==> config.mk <==
export PLATFORM = sky130hd
export DESIGN_NAME = rsd_sequencer
export DESIGN_NICKNAME = d
export VERILOG_FILES = /design/src/rsd_pkg.sv /design/src/rsd_sequencer.sv
export SDC_FILE = /design/constraint.sdc
export NUM_CORES = 1
export LEC_CHECK = 0
export BUFFER_PORTS_ARGS = -buffer_cell sky130_fd_sc_hd__buf_2
export CORE_MARGIN = 4
export CORE_UTILIZATION = 60
export CTS_BUF_LIST = sky130_fd_sc_hd__clkbuf_4 sky130_fd_sc_hd__clkbuf_8
export DETAILED_ROUTE_END_ITERATION = 8
export PLACE_DENSITY = 0.81
export SLEW_MARGIN = 40
export SYNTH_ARGS = -nofsm -noshare
export SYNTH_HDL_FRONTEND = slang
export SYNTH_SLANG_ARGS = --single-unit
==> constraint.sdc <==
create_clock -name aclk -period 6.2 [get_ports aclk]
set_input_delay 1.24 -clock aclk [delete_from_list [all_inputs] [get_ports aclk]]
set_output_delay 1.24 -clock aclk [all_outputs]
set_load 0.005 [all_outputs]
==> src/rsd_pkg.sv <==
// Constants and types for the redundant status display sequencer
// Function
// - On a swap command the primary shows the swap banner while going secondary.
// - A secondary becoming primary shows the run banner at once.
// - Detailed swap shows each restart step code in order, then sync, then backup.
// - Non-detailed swap holds the swap banner over the steps, then sync, backup.
// - Primary shows run banner with node; backup shows backup banner with node.
// - On failover the primary fails and the secondary takes over as primary.
// - Detailed fail cycles fail, comms flag, comms code, control flag, code, blank.
// - Comms code 0010 is local RAM parity; control code FFF3 is comms no response.
// - Non-detailed fail alternates fail banner and blank, blinking continuously.
// - Only the comms processor writes and maintains the display contents; the control watchdog pin also writes the control code and forces failure.
// - Hardware blanks the display whenever the comms watchdog times out.
// - Holding the detailed-display switch overrides the watchdog blanking.
// - Control watchdog expiry never blanks; it is reported as failure info.
// - The non-detailed failure display blinks at a half-second rate.
// - The run banner is steady and never blinks.
package rsd_pkg;
  localparam int          RSD_ADDR_W   = 8;
  localparam logic [7:0]  RSD_OFF_CFG  = 8'h00;
  localparam logic [7:0]  RSD_OFF_CMD  = 8'h04;
  localparam logic [7:0]  RSD_OFF_CODE = 8'h08;
  localparam logic [7:0]  RSD_OFF_STAT = 8'h0c;
  localparam logic [7:0]  RSD_OFF_DISP = 8'h10;
  localparam logic [7:0]  RSD_OFF_IST  = 8'h14;
  localparam logic [7:0]  RSD_OFF_IEN  = 8'h18;
  localparam logic [7:0]  RSD_OFF_ICLR = 8'h1c;
  localparam int          RSD_CMD_SWAP = 0;
  localparam int          RSD_CMD_FAIL = 1;
  localparam int          RSD_CMD_TAKE = 2;
  localparam logic [15:0] RSD_COMM_RAM_PAR = 16'h0010;
  localparam logic [15:0] RSD_CTRL_NO_COMM = 16'hfff3;
  localparam logic [15:0] RSD_CTRL_WDT     = 16'hfff4;
  localparam logic [31:0] RSD_TXT_SWAP  = 32'h53574150;
  localparam logic [31:0] RSD_TXT_SYNC  = 32'h53594e43;
  localparam logic [31:0] RSD_TXT_COMM  = 32'h434f4d4d;
  localparam logic [31:0] RSD_TXT_CTRL  = 32'h4354524c;
  localparam logic [31:0] RSD_TXT_BLANK = 32'h20202020;
  localparam logic [15:0] RSD_TXT_OK    = 16'h4f4b;
  localparam logic [15:0] RSD_TXT_BK    = 16'h4220;
  localparam logic [15:0] RSD_TXT_TS    = 16'h5420;
  localparam logic [7:0]  RSD_TXT_F     = 8'h46;
  localparam logic [3:0]  RSD_STEP_LAST = 4'hc;
  localparam logic [2:0]  RSD_FAIL_LAST = 3'h5;
  localparam int          RSD_CLK_NS    = 5;
  localparam int          RSD_BLINK_NS  = 500_000_000;
  localparam int          RSD_DWELL_NS  = 500_000_000;
  localparam logic [26:0] RSD_BLINK_CYC = 27'(RSD_BLINK_NS / RSD_CLK_NS);
  localparam logic [26:0] RSD_DWELL_CYC = 27'(RSD_DWELL_NS / RSD_CLK_NS);
  typedef enum logic [2:0] {
    RSD_BACKUP = 3'b000,
    RSD_RUN    = 3'b001,
    RSD_SWAP   = 3'b010,
    RSD_STEP   = 3'b011,
    RSD_SYNC   = 3'b100,
    RSD_FAIL   = 3'b101
  } rsd_state_t;
endpackage : rsd_pkg

==> src/rsd_sequencer.sv <==
// Status display sequencer with AXI4-Lite register slave
`timescale 1ns/10ps
`default_nettype none
module rsd_sequencer
  import rsd_pkg::*;
#(
  parameter logic [26:0] BLINK_CYC = RSD_BLINK_CYC,
  parameter logic [26:0] DWELL_CYC = RSD_DWELL_CYC
) (
  // Clock and reset
  input  wire logic                  aclk,
  input  wire logic                  aresetn,
  // AXI4-Lite write
  input  wire logic [RSD_ADDR_W-1:0] awaddr,
  input  wire logic                  awvalid,
  output logic                       awready,
  input  wire logic [31:0]           wdata,
  input  wire logic [3:0]            wstrb,
  input  wire logic                  wvalid,
  output logic                       wready,
  output logic [1:0]                 bresp,
  output logic                       bvalid,
  input  wire logic                  bready,
  // AXI4-Lite read
  input  wire logic [RSD_ADDR_W-1:0] araddr,
  input  wire logic                  arvalid,
  output logic                       arready,
  output logic [31:0]                rdata,
  output logic [1:0]                 rresp,
  output logic                       rvalid,
  input  wire logic                  rready,
  // Asynchronous pins
  input  wire logic                  comm_wdt,
  input  wire logic                  ctrl_wdt,
  input  wire logic                  ovr_sw,
  // Display and interrupt
  output logic [31:0]                disp_text,
  output logic                       disp_blank,
  output logic                       irq
);

  function automatic logic [7:0] hx(input logic [3:0] v);
    hx = (v < 4'ha) ? 8'h30 + {4'h0, v} : 8'h37 + {4'h0, v};
  endfunction : hx
  function automatic logic [31:0] hx4(input logic [15:0] v);
    hx4 = {hx(v[15:12]), hx(v[11:8]), hx(v[7:4]), hx(v[3:0])};
  endfunction : hx4
  // Restart step codes in run order; spare slots repeat the last code
  localparam logic [7:0] STEP_CODE [16] = '{8'h17, 8'h1b, 8'h21, 8'h25,
    8'h3e, 8'h59, 8'h5e, 8'h70, 8'h76, 8'h8e, 8'ha5, 8'hb4, 8'hfe, 8'hfe,
    8'hfe, 8'hfe};

  ////////////////////////////////////////////////////////////////////////////
  // Pin synchronisers
  logic [2:0] pin_s1, pin_s2, pin_d;
  always_ff @(posedge aclk) begin
    if (!aresetn) begin
      pin_s1 <= 3'h0;
      pin_s2 <= 3'h0;
      pin_d  <= 3'h0;
    end else begin
      pin_s1 <= {ovr_sw, ctrl_wdt, comm_wdt};
      pin_s2 <= pin_s1;
      pin_d  <= pin_s2;
    end
  end
  logic comm_ev, ctrl_ev, ovr;
  assign comm_ev = pin_s2[0] & ~pin_d[0];
  assign ctrl_ev = pin_s2[1] & ~pin_d[1];
  assign ovr     = pin_s2[2];

  ////////////////////////////////////////////////////////////////////////////
  // AXI4-Lite slave; the bus master is the comms processor
  logic [RSD_ADDR_W-1:0] aw_a;
  logic                  aw_v, w_v;
  logic [31:0]           w_d;
  logic [3:0]            w_s;
  logic                  do_wr;
  logic [31:0]           cfg, code, ien, ist;
  assign awready = ~aw_v;
  assign wready  = ~w_v;
  assign arready = ~rvalid;
  assign do_wr   = aw_v & w_v & ~bvalid;

  always_ff @(posedge aclk) begin
    if (!aresetn) begin
      aw_v  <= 1'b0;
      w_v   <= 1'b0;
      aw_a  <= '0;
      w_d   <= 32'h0;
      w_s   <= 4'h0;
      bvalid <= 1'b0;
      bresp <= 2'b00;
    end else begin
      if (awvalid && !aw_v) begin
        aw_v <= 1'b1;
        aw_a <= awaddr;
      end
      if (wvalid && !w_v) begin
        w_v <= 1'b1;
        w_d <= wdata;
        w_s <= wstrb;
      end
      if (do_wr) begin
        aw_v   <= 1'b0;
        w_v    <= 1'b0;
        bvalid <= 1'b1;
        bresp  <= (aw_a[1:0] == 2'b00 && aw_a <= RSD_OFF_ICLR) ?
                  2'b00 : 2'b10;
      end else if (bready) begin
        bvalid <= 1'b0;
      end
    end
  end

  function automatic logic [31:0] merge(input logic [31:0] o);
    for (int b = 0; b < 4; b++)
      merge[8*b +: 8] = w_s[b] ? w_d[8*b +: 8] : o[8*b +: 8];
  endfunction : merge
  logic wr_cmd, wr_clr;
  assign wr_cmd = do_wr && aw_a == RSD_OFF_CMD && w_s[0];
  assign wr_clr = do_wr && aw_a == RSD_OFF_ICLR;
  // Display content is steered by bus writes from the comms side and by the control watchdog pin
  always_ff @(posedge aclk) begin
    if (!aresetn) begin
      cfg  <= 32'h0;
      code <= {RSD_CTRL_NO_COMM, RSD_COMM_RAM_PAR};
      ien  <= 32'h0;
    end else begin
      if (do_wr && aw_a == RSD_OFF_CFG) cfg <= merge(cfg);
      if (do_wr && aw_a == RSD_OFF_CODE) code <= merge(code);
      if (do_wr && aw_a == RSD_OFF_IEN) ien <= merge(ien);
      // Watchdog code is applied last so a bus write cannot mask it
      if (ctrl_ev) code[31:16] <= RSD_CTRL_WDT;
    end
  end
  logic       detail;
  logic [3:0] filepos;
  logic [7:0] node;
  assign detail  = cfg[0];
  assign filepos = cfg[11:8];
  assign node    = cfg[23:16];
  logic swap_ev, fail_ev, take_ev;
  assign swap_ev = wr_cmd & w_d[RSD_CMD_SWAP];
  assign take_ev = wr_cmd & w_d[RSD_CMD_TAKE];
  assign fail_ev = (wr_cmd & w_d[RSD_CMD_FAIL]) | ctrl_ev;

  ////////////////////////////////////////////////////////////////////////////
  // Sequencer
  rsd_state_t  state, next_state;
  logic [26:0] tmr, lim;
  logic        tick, blink;
  logic [3:0]  sidx;
  logic [2:0]  fidx;
  assign lim  = (state == RSD_FAIL && !detail) ? BLINK_CYC : DWELL_CYC;
  // Compare with >= so a mode change to a shorter interval cannot strand tmr
  assign tick = (tmr >= lim - 27'd1);
  always_comb begin
    next_state = state;
    if (fail_ev && state != RSD_FAIL) begin
      next_state = RSD_FAIL;
    end else begin
      unique case (state)
        RSD_BACKUP: if (swap_ev || take_ev) next_state = RSD_RUN;
        RSD_RUN:    if (swap_ev) next_state = RSD_SWAP;
        RSD_SWAP:   if (tick) next_state = RSD_STEP;
        RSD_STEP:   if (tick && sidx == RSD_STEP_LAST) next_state = RSD_SYNC;
        RSD_SYNC:   if (tick) next_state = RSD_BACKUP;
        RSD_FAIL:   next_state = RSD_FAIL;
        default:    next_state = RSD_BACKUP;
      endcase
    end
  end

  always_ff @(posedge aclk) begin
    if (!aresetn) begin
      state <= RSD_BACKUP;
      tmr   <= 27'h0;
    end else begin
      state <= next_state;
      tmr   <= (next_state != state || tick) ? 27'h0 : tmr + 27'h1;
    end
  end

  always_ff @(posedge aclk) begin
    if (!aresetn || state != RSD_STEP) begin
      sidx <= 4'h0;
    end else if (tick) begin
      sidx <= sidx + 4'h1;
    end
  end
  always_ff @(posedge aclk) begin
    if (!aresetn || state != RSD_FAIL) begin
      fidx  <= 3'h0;
      blink <= 1'b0;
    end else if (tick && detail) begin
      fidx <= (fidx == RSD_FAIL_LAST) ? 3'h0 : fidx + 3'h1;
    end else if (tick) begin
      blink <= ~blink;
    end
  end

  ////////////////////////////////////////////////////////////////////////////
  // Display text
  logic [31:0] next_text, fail_txt;
  assign fail_txt = {RSD_TXT_F, hx(filepos), hx(node[7:4]), hx(node[3:0])};

  always_comb begin
    unique case (state)
      RSD_RUN:  next_text = {RSD_TXT_OK, hx(node[7:4]), hx(node[3:0])};
      RSD_SWAP: next_text = RSD_TXT_SWAP;
      RSD_STEP: next_text = detail ? {RSD_TXT_TS, hx(STEP_CODE[sidx][7:4]),
                hx(STEP_CODE[sidx][3:0])} : RSD_TXT_SWAP;
      RSD_SYNC: next_text = RSD_TXT_SYNC;
      RSD_FAIL: begin
        if (!detail) begin
          next_text = blink ? RSD_TXT_BLANK : fail_txt;
        end else begin
          unique case (fidx)
            3'h0:    next_text = fail_txt;
            3'h1:    next_text = RSD_TXT_COMM;
            3'h2:    next_text = hx4(code[15:0]);
            3'h3:    next_text = RSD_TXT_CTRL;
            3'h4:    next_text = hx4(code[31:16]);
            default: next_text = RSD_TXT_BLANK;
          endcase
        end
      end
      default:  next_text = {RSD_TXT_BK, hx(node[7:4]), hx(node[3:0])};
    endcase
  end
  // Blanking is a held level so a dead comms processor cannot leave stale
  // text; the control watchdog is deliberately kept out of it
  logic wdt_lat, blank;
  always_ff @(posedge aclk) begin
    if (!aresetn) begin
      wdt_lat <= 1'b0;
    end else if (comm_ev) begin
      wdt_lat <= 1'b1;
    end
  end
  assign blank = wdt_lat & ~ovr;

  always_ff @(posedge aclk) begin
    if (!aresetn) begin
      disp_text  <= RSD_TXT_BLANK;
      disp_blank <= 1'b0;
    end else begin
      disp_text  <= blank ? RSD_TXT_BLANK : next_text;
      disp_blank <= blank;
    end
  end
  ////////////////////////////////////////////////////////////////////////////
  // Interrupts and read path
  logic [3:0] ev;
  assign ev  = {ctrl_ev, comm_ev, next_state == RSD_FAIL && state != RSD_FAIL,
                state == RSD_SYNC && next_state == RSD_BACKUP};
  always_ff @(posedge aclk) begin
    if (!aresetn) begin
      ist <= 32'h0;
    end else begin
      ist[3:0] <= (ist[3:0] & ~(wr_clr ? w_d[3:0] : 4'h0)) | ev;
    end
  end
  assign irq = |(ist[3:0] & ien[3:0]);
  always_ff @(posedge aclk) begin
    if (!aresetn) begin
      rvalid <= 1'b0;
      rdata  <= 32'h0;
      rresp  <= 2'b00;
    end else if (arvalid && !rvalid) begin
      rvalid <= 1'b1;
      rresp  <= 2'b00;
      unique case (araddr)
        RSD_OFF_CFG:  rdata <= cfg;
        RSD_OFF_CODE: rdata <= code;
        RSD_OFF_STAT: rdata <= {21'h0, fidx, sidx, wdt_lat, state};
        RSD_OFF_DISP: rdata <= disp_text;
        RSD_OFF_IST:  rdata <= ist;
        RSD_OFF_IEN:  rdata <= ien;
        RSD_OFF_CMD, RSD_OFF_ICLR: rdata <= 32'h0;
        default: begin
          rdata <= 32'h0;
          rresp <= 2'b10;
        end
      endcase
    end else if (rready) begin
      rvalid <= 1'b0;
    end
  end
endmodule : rsd_sequencer
`default_nettype wire

# ---- Word level (Yosys, flattened, before mapping)
# Memory sizes are Yosys's and may differ from the RTL's.
# Index checks and enable logic that the tools add are counted.
dict set report classes {
  addsub 29
  n_lt_le_gt_ge 16
  eq_ne 26
  n_mux 41
  bitwise_logic 24
  n_reduce_logical 53
}
# operator n
set op_table {}
lappend op_table {{$pmux 31 s5} 2}
lappend op_table {{$pmux 32 s6} 1}
lappend op_table {{$add 6x4->7 const A} 26}
lappend op_table {{$mux 7} 13}
lappend op_table {{$mux 31} 2}
lappend op_table {{$lt 4x4->1 const B} 13}
lappend op_table {{$eq 8x5->1 const B} 6}
lappend op_table {{$mux 8} 4}
lappend op_table {{$reduce_and 2->1} 14}
lappend op_table {{$add 27x1->27 const B} 1}
lappend op_table {{$ge 27x27->1 const B} 1}
lappend op_table {{$mux 27} 1}
lappend op_table {{$mux 3} 9}
lappend op_table {{$eq 8x4->1 const B} 3}
lappend op_table {{$mux 19} 1}
lappend op_table {{$pmux 3 s6} 1}
lappend op_table {{$eq 8x3->1 const B} 2}
lappend op_table {{$logic_not 8->1} 2}
lappend op_table {{$eq 3x3->1 const B} 5}
lappend op_table {{$logic_and 1x1->1} 15}
lappend op_table {{$eq 3x2->1 const B} 4}
lappend op_table {{$not 1->1} 10}
lappend op_table {{$logic_not 3->1} 3}
lappend op_table {{$and 1x1->1} 8}
lappend op_table {{24 further kinds} 42}
dict set report totals {
  regBits 264
  romBits 128
  in_bits 62
  output_inout_bits 75
  memories 1
}
# memory words width read_ports rd_clocked_by_memory_dff wr line
set memory_table {}
lappend memory_table {{(name not given)} 16 8 1 0 0 rsd_sequencer.sv:213} ;# hx(STEP_CODE[sidx][3:0])} : RSD_TXT_SWAP;

# ---- Depth between registers and ports, before layout
# Gate-level depths: netlist of the first run.
dict set report depth {
  word_depth 12
  ltp_mapped 11
  mapped_depth_nobuf 10
}

# ---- Worst setup path before layout of the first run
# OpenSTA, ideal clock, no wires.
dict set report synth_path {
  path_type {input -> register}
  from {input port araddr[1]}
  to {register rdata[19]}
  arrival_ps 2834
  t_required_ps 6131
  setup_slack_ps 3297
  path_stages 8
  n_path_buf 3
  cell_sequence {or4_1 buf_2 or3_1 buf_4 nor2_8 buf_4 a22oi_1 o21ai_1}
}
dict set report synth_via {
  elab_chain_cells 2
  word_cells_on_any_way 7
}
# element line
set synth_lines {}
lappend synth_lines {{from (decl)} rsd_sequencer.sv:25} ;# input wire logic [RSD_ADDR_W-1:0] araddr,
lappend synth_lines {{$eq 8x5->1, or another cell as far along} rsd_sequencer.sv:274} ;# unique case (araddr)
lappend synth_lines {{$pmux 32 s6 *} rsd_sequencer.sv:274}
lappend synth_lines {{to (signal assigned)} rsd_sequencer.sv:275} ;# RSD_OFF_CFG: rdata <= cfg;
lappend synth_lines {{to (signal assigned)} rsd_sequencer.sv:276} ;# RSD_OFF_CODE: rdata <= code;
lappend synth_lines {{to (signal assigned)} rsd_sequencer.sv:277} ;# RSD_OFF_STAT: rdata <= {21'h0, fidx, sidx, wdt_lat, state};
lappend synth_lines {{to (decl)} rsd_sequencer.sv:28} ;# output logic [31:0] rdata,
# Every way passes the cells marked *; elsewhere a longest branch is shown, timed or not.
# A chain may end at the register's enable or synchronous reset.

# ---- Worst setup path after layout of the first run
dict set report layout_path {
  from {register fidx[1]}
  to {register disp_text[14]}
}
dict set report layout_via {
  elab_chain_cells 4
  word_cells_on_any_way 8
}
# element line
set layout_lines {}
lappend layout_lines {{from (decl)} rsd_sequencer.sv:154} ;# logic [2:0] fidx;
lappend layout_lines {{from (signal assigned)} rsd_sequencer.sv:197} ;# fidx <= (fidx == RSD_FAIL_LAST) ? 3'h0 : fidx + 3'h1;
lappend layout_lines {{$eq 3x3->1, or another cell as far along} rsd_sequencer.sv:219} ;# unique case (fidx)
lappend layout_lines {{$pmux 31 s5 *} rsd_sequencer.sv:219}
lappend layout_lines {{$mux 31 *} rsd_sequencer.sv:216} ;# if (!detail) begin
lappend layout_lines {{$pmux 31 s5 *} rsd_sequencer.sv:209} ;# unique case (state)
lappend layout_lines {{to (signal assigned)} rsd_sequencer.sv:249} ;# disp_text <= blank ? RSD_TXT_BLANK : next_text;
lappend layout_lines {{to (decl)} rsd_sequencer.sv:37} ;# output logic [31:0] disp_text,
# Marks and branches as above.

==> impl_metrics.yaml, run 1 <==
run_status:
  status: "completed"
cells_and_area:
  syn2layout_area_growth_pct: 11.7
  final_cell_mix: "358 x nand2_1, 257 x dfxtp_1, 165 x a21oi_1"
  final_common_cell: "nand2_1"
  finalNonFillerCells: 2018
  diodes: 0
  drive_gt1_share_pct: 15.8
  final_nets: 1795
  postLayoutCellArea_mm2: 0.0146
worst_setup_path:
  worstSetupStartpointType: "flip-flop"
  cp_max_fo: 20
  cp_data_arrival_time_ps: 3710
  setup.worst_path.class: "flip-flop to flip-flop"
  cp-end-kind: "flip-flop"
  cp_data_required_time_ps: 6590
synthesis:
  ys_ff_latch: 258
  yosysUniqueCellTypes: 92
  synth.avg_cell_area_um2: 7.99
  synth.top_cell.area_share_pct: 39.6
  netlist_area_mm2: 0.0131
  synth-seq-area-share_pct: 39.6
  synth_warnings: 0
  synth_area_leaders: "dfxtp_1 40%, nand2_1 10%, a21oi_1 6.3%"
  synthCells: 1634
  synth_edf_count: 0
  synthFlopType: "dfxtp_1"
  synth_area_leader_cell: "dfxtp_1"
  synthArstFlopShare_pct: 0
placement:
  port_buffers: 130
  place_ws_ps: 2560
  place_area_mm2: 0.0136
  gp_congestion: 1.01
  place_inst: 1939
  place_hpwl_um: 31200
cts:
  clockBufferDepth: 3
  root_buffer: "clkbuf_8"
  hold_buffers: 0
  cts_sinks: 258
  path_clk_slew_ps: 60
  cts_made_buffers: 43
  tritoncts: "built"
  insertion_delay_ps: 560
  h-tree-depth: 2
  cts_resized: 0
  cts_setup_buffers: 0
route:
  wl_um: 42000
  viasPerCell: 6.23
  antenna_left: 0
  drt-initial-drc-count: 1394
  post_drt_wl_per_cell_um: 20.8
  drc: 0
  route.vias.total: 12600
  firstDrtPassIters: 6
power:
  leakagePower_uw: 0.00542
  vdd_drop_max_v: 0.000234
  cellPowerDensity_mw_per_mm2: 244
floorplanning:
  pin_count: 137
  core_area_mm2: 0.0212
  die_h_um: 156
  start_util_pct: 61.5
  fp-row-count: 53
  die_area_mm2: 0.0242
  die_x_um: 156
timing:
  rsz0062_at_grt: "false"
  final.setup.worst_slack_ps: 2880
  fmax_mhz: 301
  fin_crit_sh_pct: 53.6
  fin_skew_ps: 7.56
  finalHoldViolCount: 0
  slew_headroom_pct: 43.1
  worstMarginPinSlew_ps: 852
  holdWs_ps: 437
  maxSlewViolCount: 0
  setup_viol: 0
  fin_crit_ps: 3320
  fin_setup_tns_ps: 0
global_routing:
  track_usage_pct: 33.9
  antenna_found_initial: 0
  grt_pass1_vias: 11700
  grt-ovfl-total: 0
  grt_first_pass_wirelength_um: 65300
  grt_start_max_net_pins: 93
job:
  cap_violations: 0
hold_path:
  worstHoldPathType: "flip-flop to flip-flop"
==> Yosys cell counts (all sizes together), types with 10 or more instances <==
cell type	n
buf	38
a221oi	16
a21oi	166
nor3	52
a21o	10
dfxtp	258
clkbuf	76
inv	43
nand2b	15
xnor2	33
ha	20
nand3	33
o22ai	10
and2	25
nand2	360
mux2	10
o211ai	21
a31oi	19
nor2b	24
a22oi	35
nor2	74
o21ai	98
mux2i	46
==> stage by stage <==
step                util, %  power, µW
global route           68.7       3670
detailed placement     64.1       1990
CTS                    68.5       3560
floorplan                 -       1910
finish                 68.7       3570
global placement       63.9       1980
==> cells by family after synthesis <==
family | Yosys count | synth area share [%]
DFF | 258 | 39.6
adders and majority gates | 21 | 1.99
muxes | 56 | 4.39
buffers and inverters | 158 | 5.77
xor gates and xnor gates | 39 | 2.62
AOI/OAI and AO/OA | 451 | 21.8
other | 1 | 0.0287
and+or+nand+nor | 650 | 23.8
==> routing by layer <==
layer / routed length, µm / track usage, % / vias to the layer above
li1: - / - / 5920
met1: 17900 / 48.5 / 5874
met4: 1470 / 12.2 / 0
met2: 17700 / 49.2 / 688
met5: 0 / 0 / -
met3: 5010 / 9.29 / 95
==> final timing paths <==
check | slack, ps | from | endpoint | cells past startpoint
setup / recovery | 2880 | fidx[1]$_SDFFE_PP0P_ | disp_text[14]$_SDFF_PP0_ | 7
hold / removal | 440 | pin_s1[2]$_SDFF_PN0_ | pin_s2[2]$_SDFF_PN0_ | 1
setup reg to reg | 2880 | fidx[1]$_SDFFE_PP0P_ | disp_text[14]$_SDFF_PP0_ | 7
hold reg to reg | 440 | pin_s1[2]$_SDFF_PN0_ | pin_s2[2]$_SDFF_PN0_ | 1
==> layout make-up <==
type,instances,area (µm²)
fillers,1795,6640
well taps,275,344
clock buffers,65,832
clock inverters,10,92.6
multi-input cells,1223,7210
repair buffers,143,771
flip-flops and latches,258,5170
inverters,44,168
==> report_power, final <==
part / total, µW / leakage, µW / switching (µW) / internal (µW)
clock network: 1600 / 0.000491 / 702 / 902
registers: 1750 / 0.00209 / 53.1 / 1690
logic: 213 / 0.00284 / 135 / 78.0
==> state kept, by name, indices dropped and copies added, names as in the netlist, 3 cells and up <==
name	count
cfg	32
code	32
ien	32
rdata	32
w_d	32
disp_text	28
tmr	27
aw_a	8
ist	4
sidx	4
w_s	4
fidx	3
pin_s1	3
pin_s2	3
state	3
==> critical path: stages, from the launching register on <==
cell and delay, ps:
dfxtp_1 840, and2_1 220, ha_1 300, inv_1 140, and2_1 220, nor2_1 600, o21ai_0 190, a221oi_1 640
Power figures use the tool's default switching activity.
==> run 2, diff against run 1 <==
==> constraint.sdc (replaced) <==
create_clock -name aclk -period 3.3 [get_ports aclk]
set_input_delay 0.66 -clock aclk [delete_from_list [all_inputs] [get_ports aclk]]
set_output_delay 0.66 -clock aclk [all_outputs]
set_load 0.005 [all_outputs]
==> run 2 against run 1 <==
Total power increased by 86%. Sequential power increased by 87%. Combinational power increased by 100%. Setup slack got worse by 2100 ps. Clock skew increased by 31 ps. Critical path type unchanged.
==> impl_metrics.yaml, run 2 (synthesis gave the netlist of run 1 again) <==
run_status:
  status: "completed"
global_routing:
  grt-ovfl-total: 0
  grt_start_max_net_pins: 58
  track_usage_pct: 35.7
  antenna_found_initial: 1
  grt_first_pass_wirelength_um: 68300
  grt_pass1_vias: 12000
route:
  wl_um: 44000
  route.vias.total: 12900
  antenna_left: 0
  viasPerCell: 6.32
  drt-initial-drc-count: 1288
  firstDrtPassIters: 6
  drc: 0
  post_drt_wl_per_cell_um: 21.5
hold_path:
  whs_path_depth: 2
  min_from: "rready"
  whs_endpoint: "rvalid$_SDFFE_PN0P_"
  worstHoldPathType: "primary input to flip-flop"
worst_setup_path:
  worstSetupStartpointType: "flip-flop"
  cp_max_fo: 9
  setup.worst_path.class: "flip-flop to flip-flop"
  cp_data_required_time_ps: 3710
  cp_data_arrival_time_ps: 2940
  timing.rr.start: "sidx[1]$_SDFFE_PP0P_"
  rrSetupSlack_ps: 770
  rr_endpoint: "disp_text[14]$_SDFF_PP0_"
  reg2reg_depth: 10
  cp-end-kind: "flip-flop"
floorplanning:
  die_h_um: 156
  pin_count: 137
  fp-row-count: 53
  die_x_um: 156
  die_area_mm2: 0.0242
  core_area_mm2: 0.0212
  start_util_pct: 61.5
placement:
  place_area_mm2: 0.0138
  port_buffers: 130
  place_ws_ps: 468
  gp_congestion: 1.02
  place_hpwl_um: 32700
timing:
  final.setup.worst_slack_ps: 770
  fin_skew_ps: 38.2
  fin_crit_sh_pct: 76.7
  maxSlewViolCount: 0
  slew_headroom_pct: 50.4
  fin_crit_ps: 2530
  fin_setup_tns_ps: 0
  finalHoldViolCount: 0
  setup_viol: 0
  worstMarginPinSlew_ps: 725
  fmax_mhz: 395
  rsz0062_at_grt: "false"
cts:
  cts_sinks: 258
  cts_resized: 0
  tritoncts: "built"
  insertion_delay_ps: 580
  clockBufferDepth: 3
  h-tree-depth: 2
  cts_setup_buffers: 0
  hold_buffers: 0
  cts_made_buffers: 44
  path_clk_slew_ps: 60
  root_buffer: "clkbuf_8"
power:
  leakagePower_uw: 0.00553
  vdd_drop_max_v: 0.000396
  power_uw: 6630
  cellPowerDensity_mw_per_mm2: 451
cells_and_area:
  final_nets: 1825
  syn2layout_area_growth_pct: 12.6
  fill_cells: 1762
  postLayoutCellArea_mm2: 0.0147
  diodes: 0
  register_area_mm2: 0.00516
  final_common_cell: "nand2_1"
  final_cell_mix: "359 x nand2_1, 258 x dfxtp_1, 165 x a21oi_1"
  finalCoreUtilization_pct: 69.3
  multi_input_area_mm2: 0.00718
  drive_gt1_share_pct: 16.8
job:
  cap_violations: 0
## run 2: changes by cell type in the layout (fill, tap and decap cells not counted), sizes merged
| cell | change |
|---|---|
| clkbuf | -2 |
| inv | +1 |
| clkinv | -1 |
| buf | +29 |
| clkinvlp | -1 |
## run 2: worst max-delay path, cell delays in order (launching register included)
cell and delay [ps]:
dfxtp_1 560, inv_1 150, ha_1 360, nand2_1 110, a21oi_1 210, ha_1 220
nor3_1 60, o21ai_0 300, nand3_1 120, a21oi_1 180, a221oi_1 90
## run 2: layout make-up
class | instances | share of cell area, %
tap | 275 | 2.34
sequential | 258 | 35.1
clock buffer | 63 | 5.39
timing repair buffer | 172 | 6.57
clock inverter | 9 | 0.579
inverter | 44 | 1.14
multi-input combinational | 1223 | 48.8
## run 2: worst max path at each step
stage                              start                  endpoint  slack [ps]  cells past startpoint
global placement               araddr[1]     rdata[7]$_SDFFE_PN0P_         490                      6
CTS                 sidx[1]$_SDFFE_PP0P_  disp_text[14]$_SDFF_PP0_         810                     10
floorplan           fidx[0]$_SDFFE_PP0P_  disp_text[14]$_SDFF_PP0_         820                     10
detailed placement             araddr[1]     rdata[7]$_SDFFE_PN0P_         470                      6
global route        sidx[1]$_SDFFE_PP0P_  disp_text[14]$_SDFF_PP0_         560                     10
finish              sidx[1]$_SDFFE_PP0P_  disp_text[14]$_SDFF_PP0_         770                     10
## run 2: routing by layer
layer	GRT usage [%]	routed length [µm]	up-vias
met1	50.1	18100	6049
met4	14.0	1820	0
met2	53.5	18900	780
met5	0	0	-
met3	8.46	5240	134
li1	-	-	5961
## run 2: power by group
group / total (µW) / internal (µW) / switching (µW)
logic: 433 / 157 / 276
clock network: 2920 / 1620 / 1300
registers: 3280 / 3180 / 92.1
## run 2: stage by stage
step | std cells | hold slack, ps
finish | 2044 | 260
global route | 2044 | 261
CTS | 2044 | 243
detailed placement | 1972 | 424
global placement | 1972 | 415
floorplan | 1639 | 412
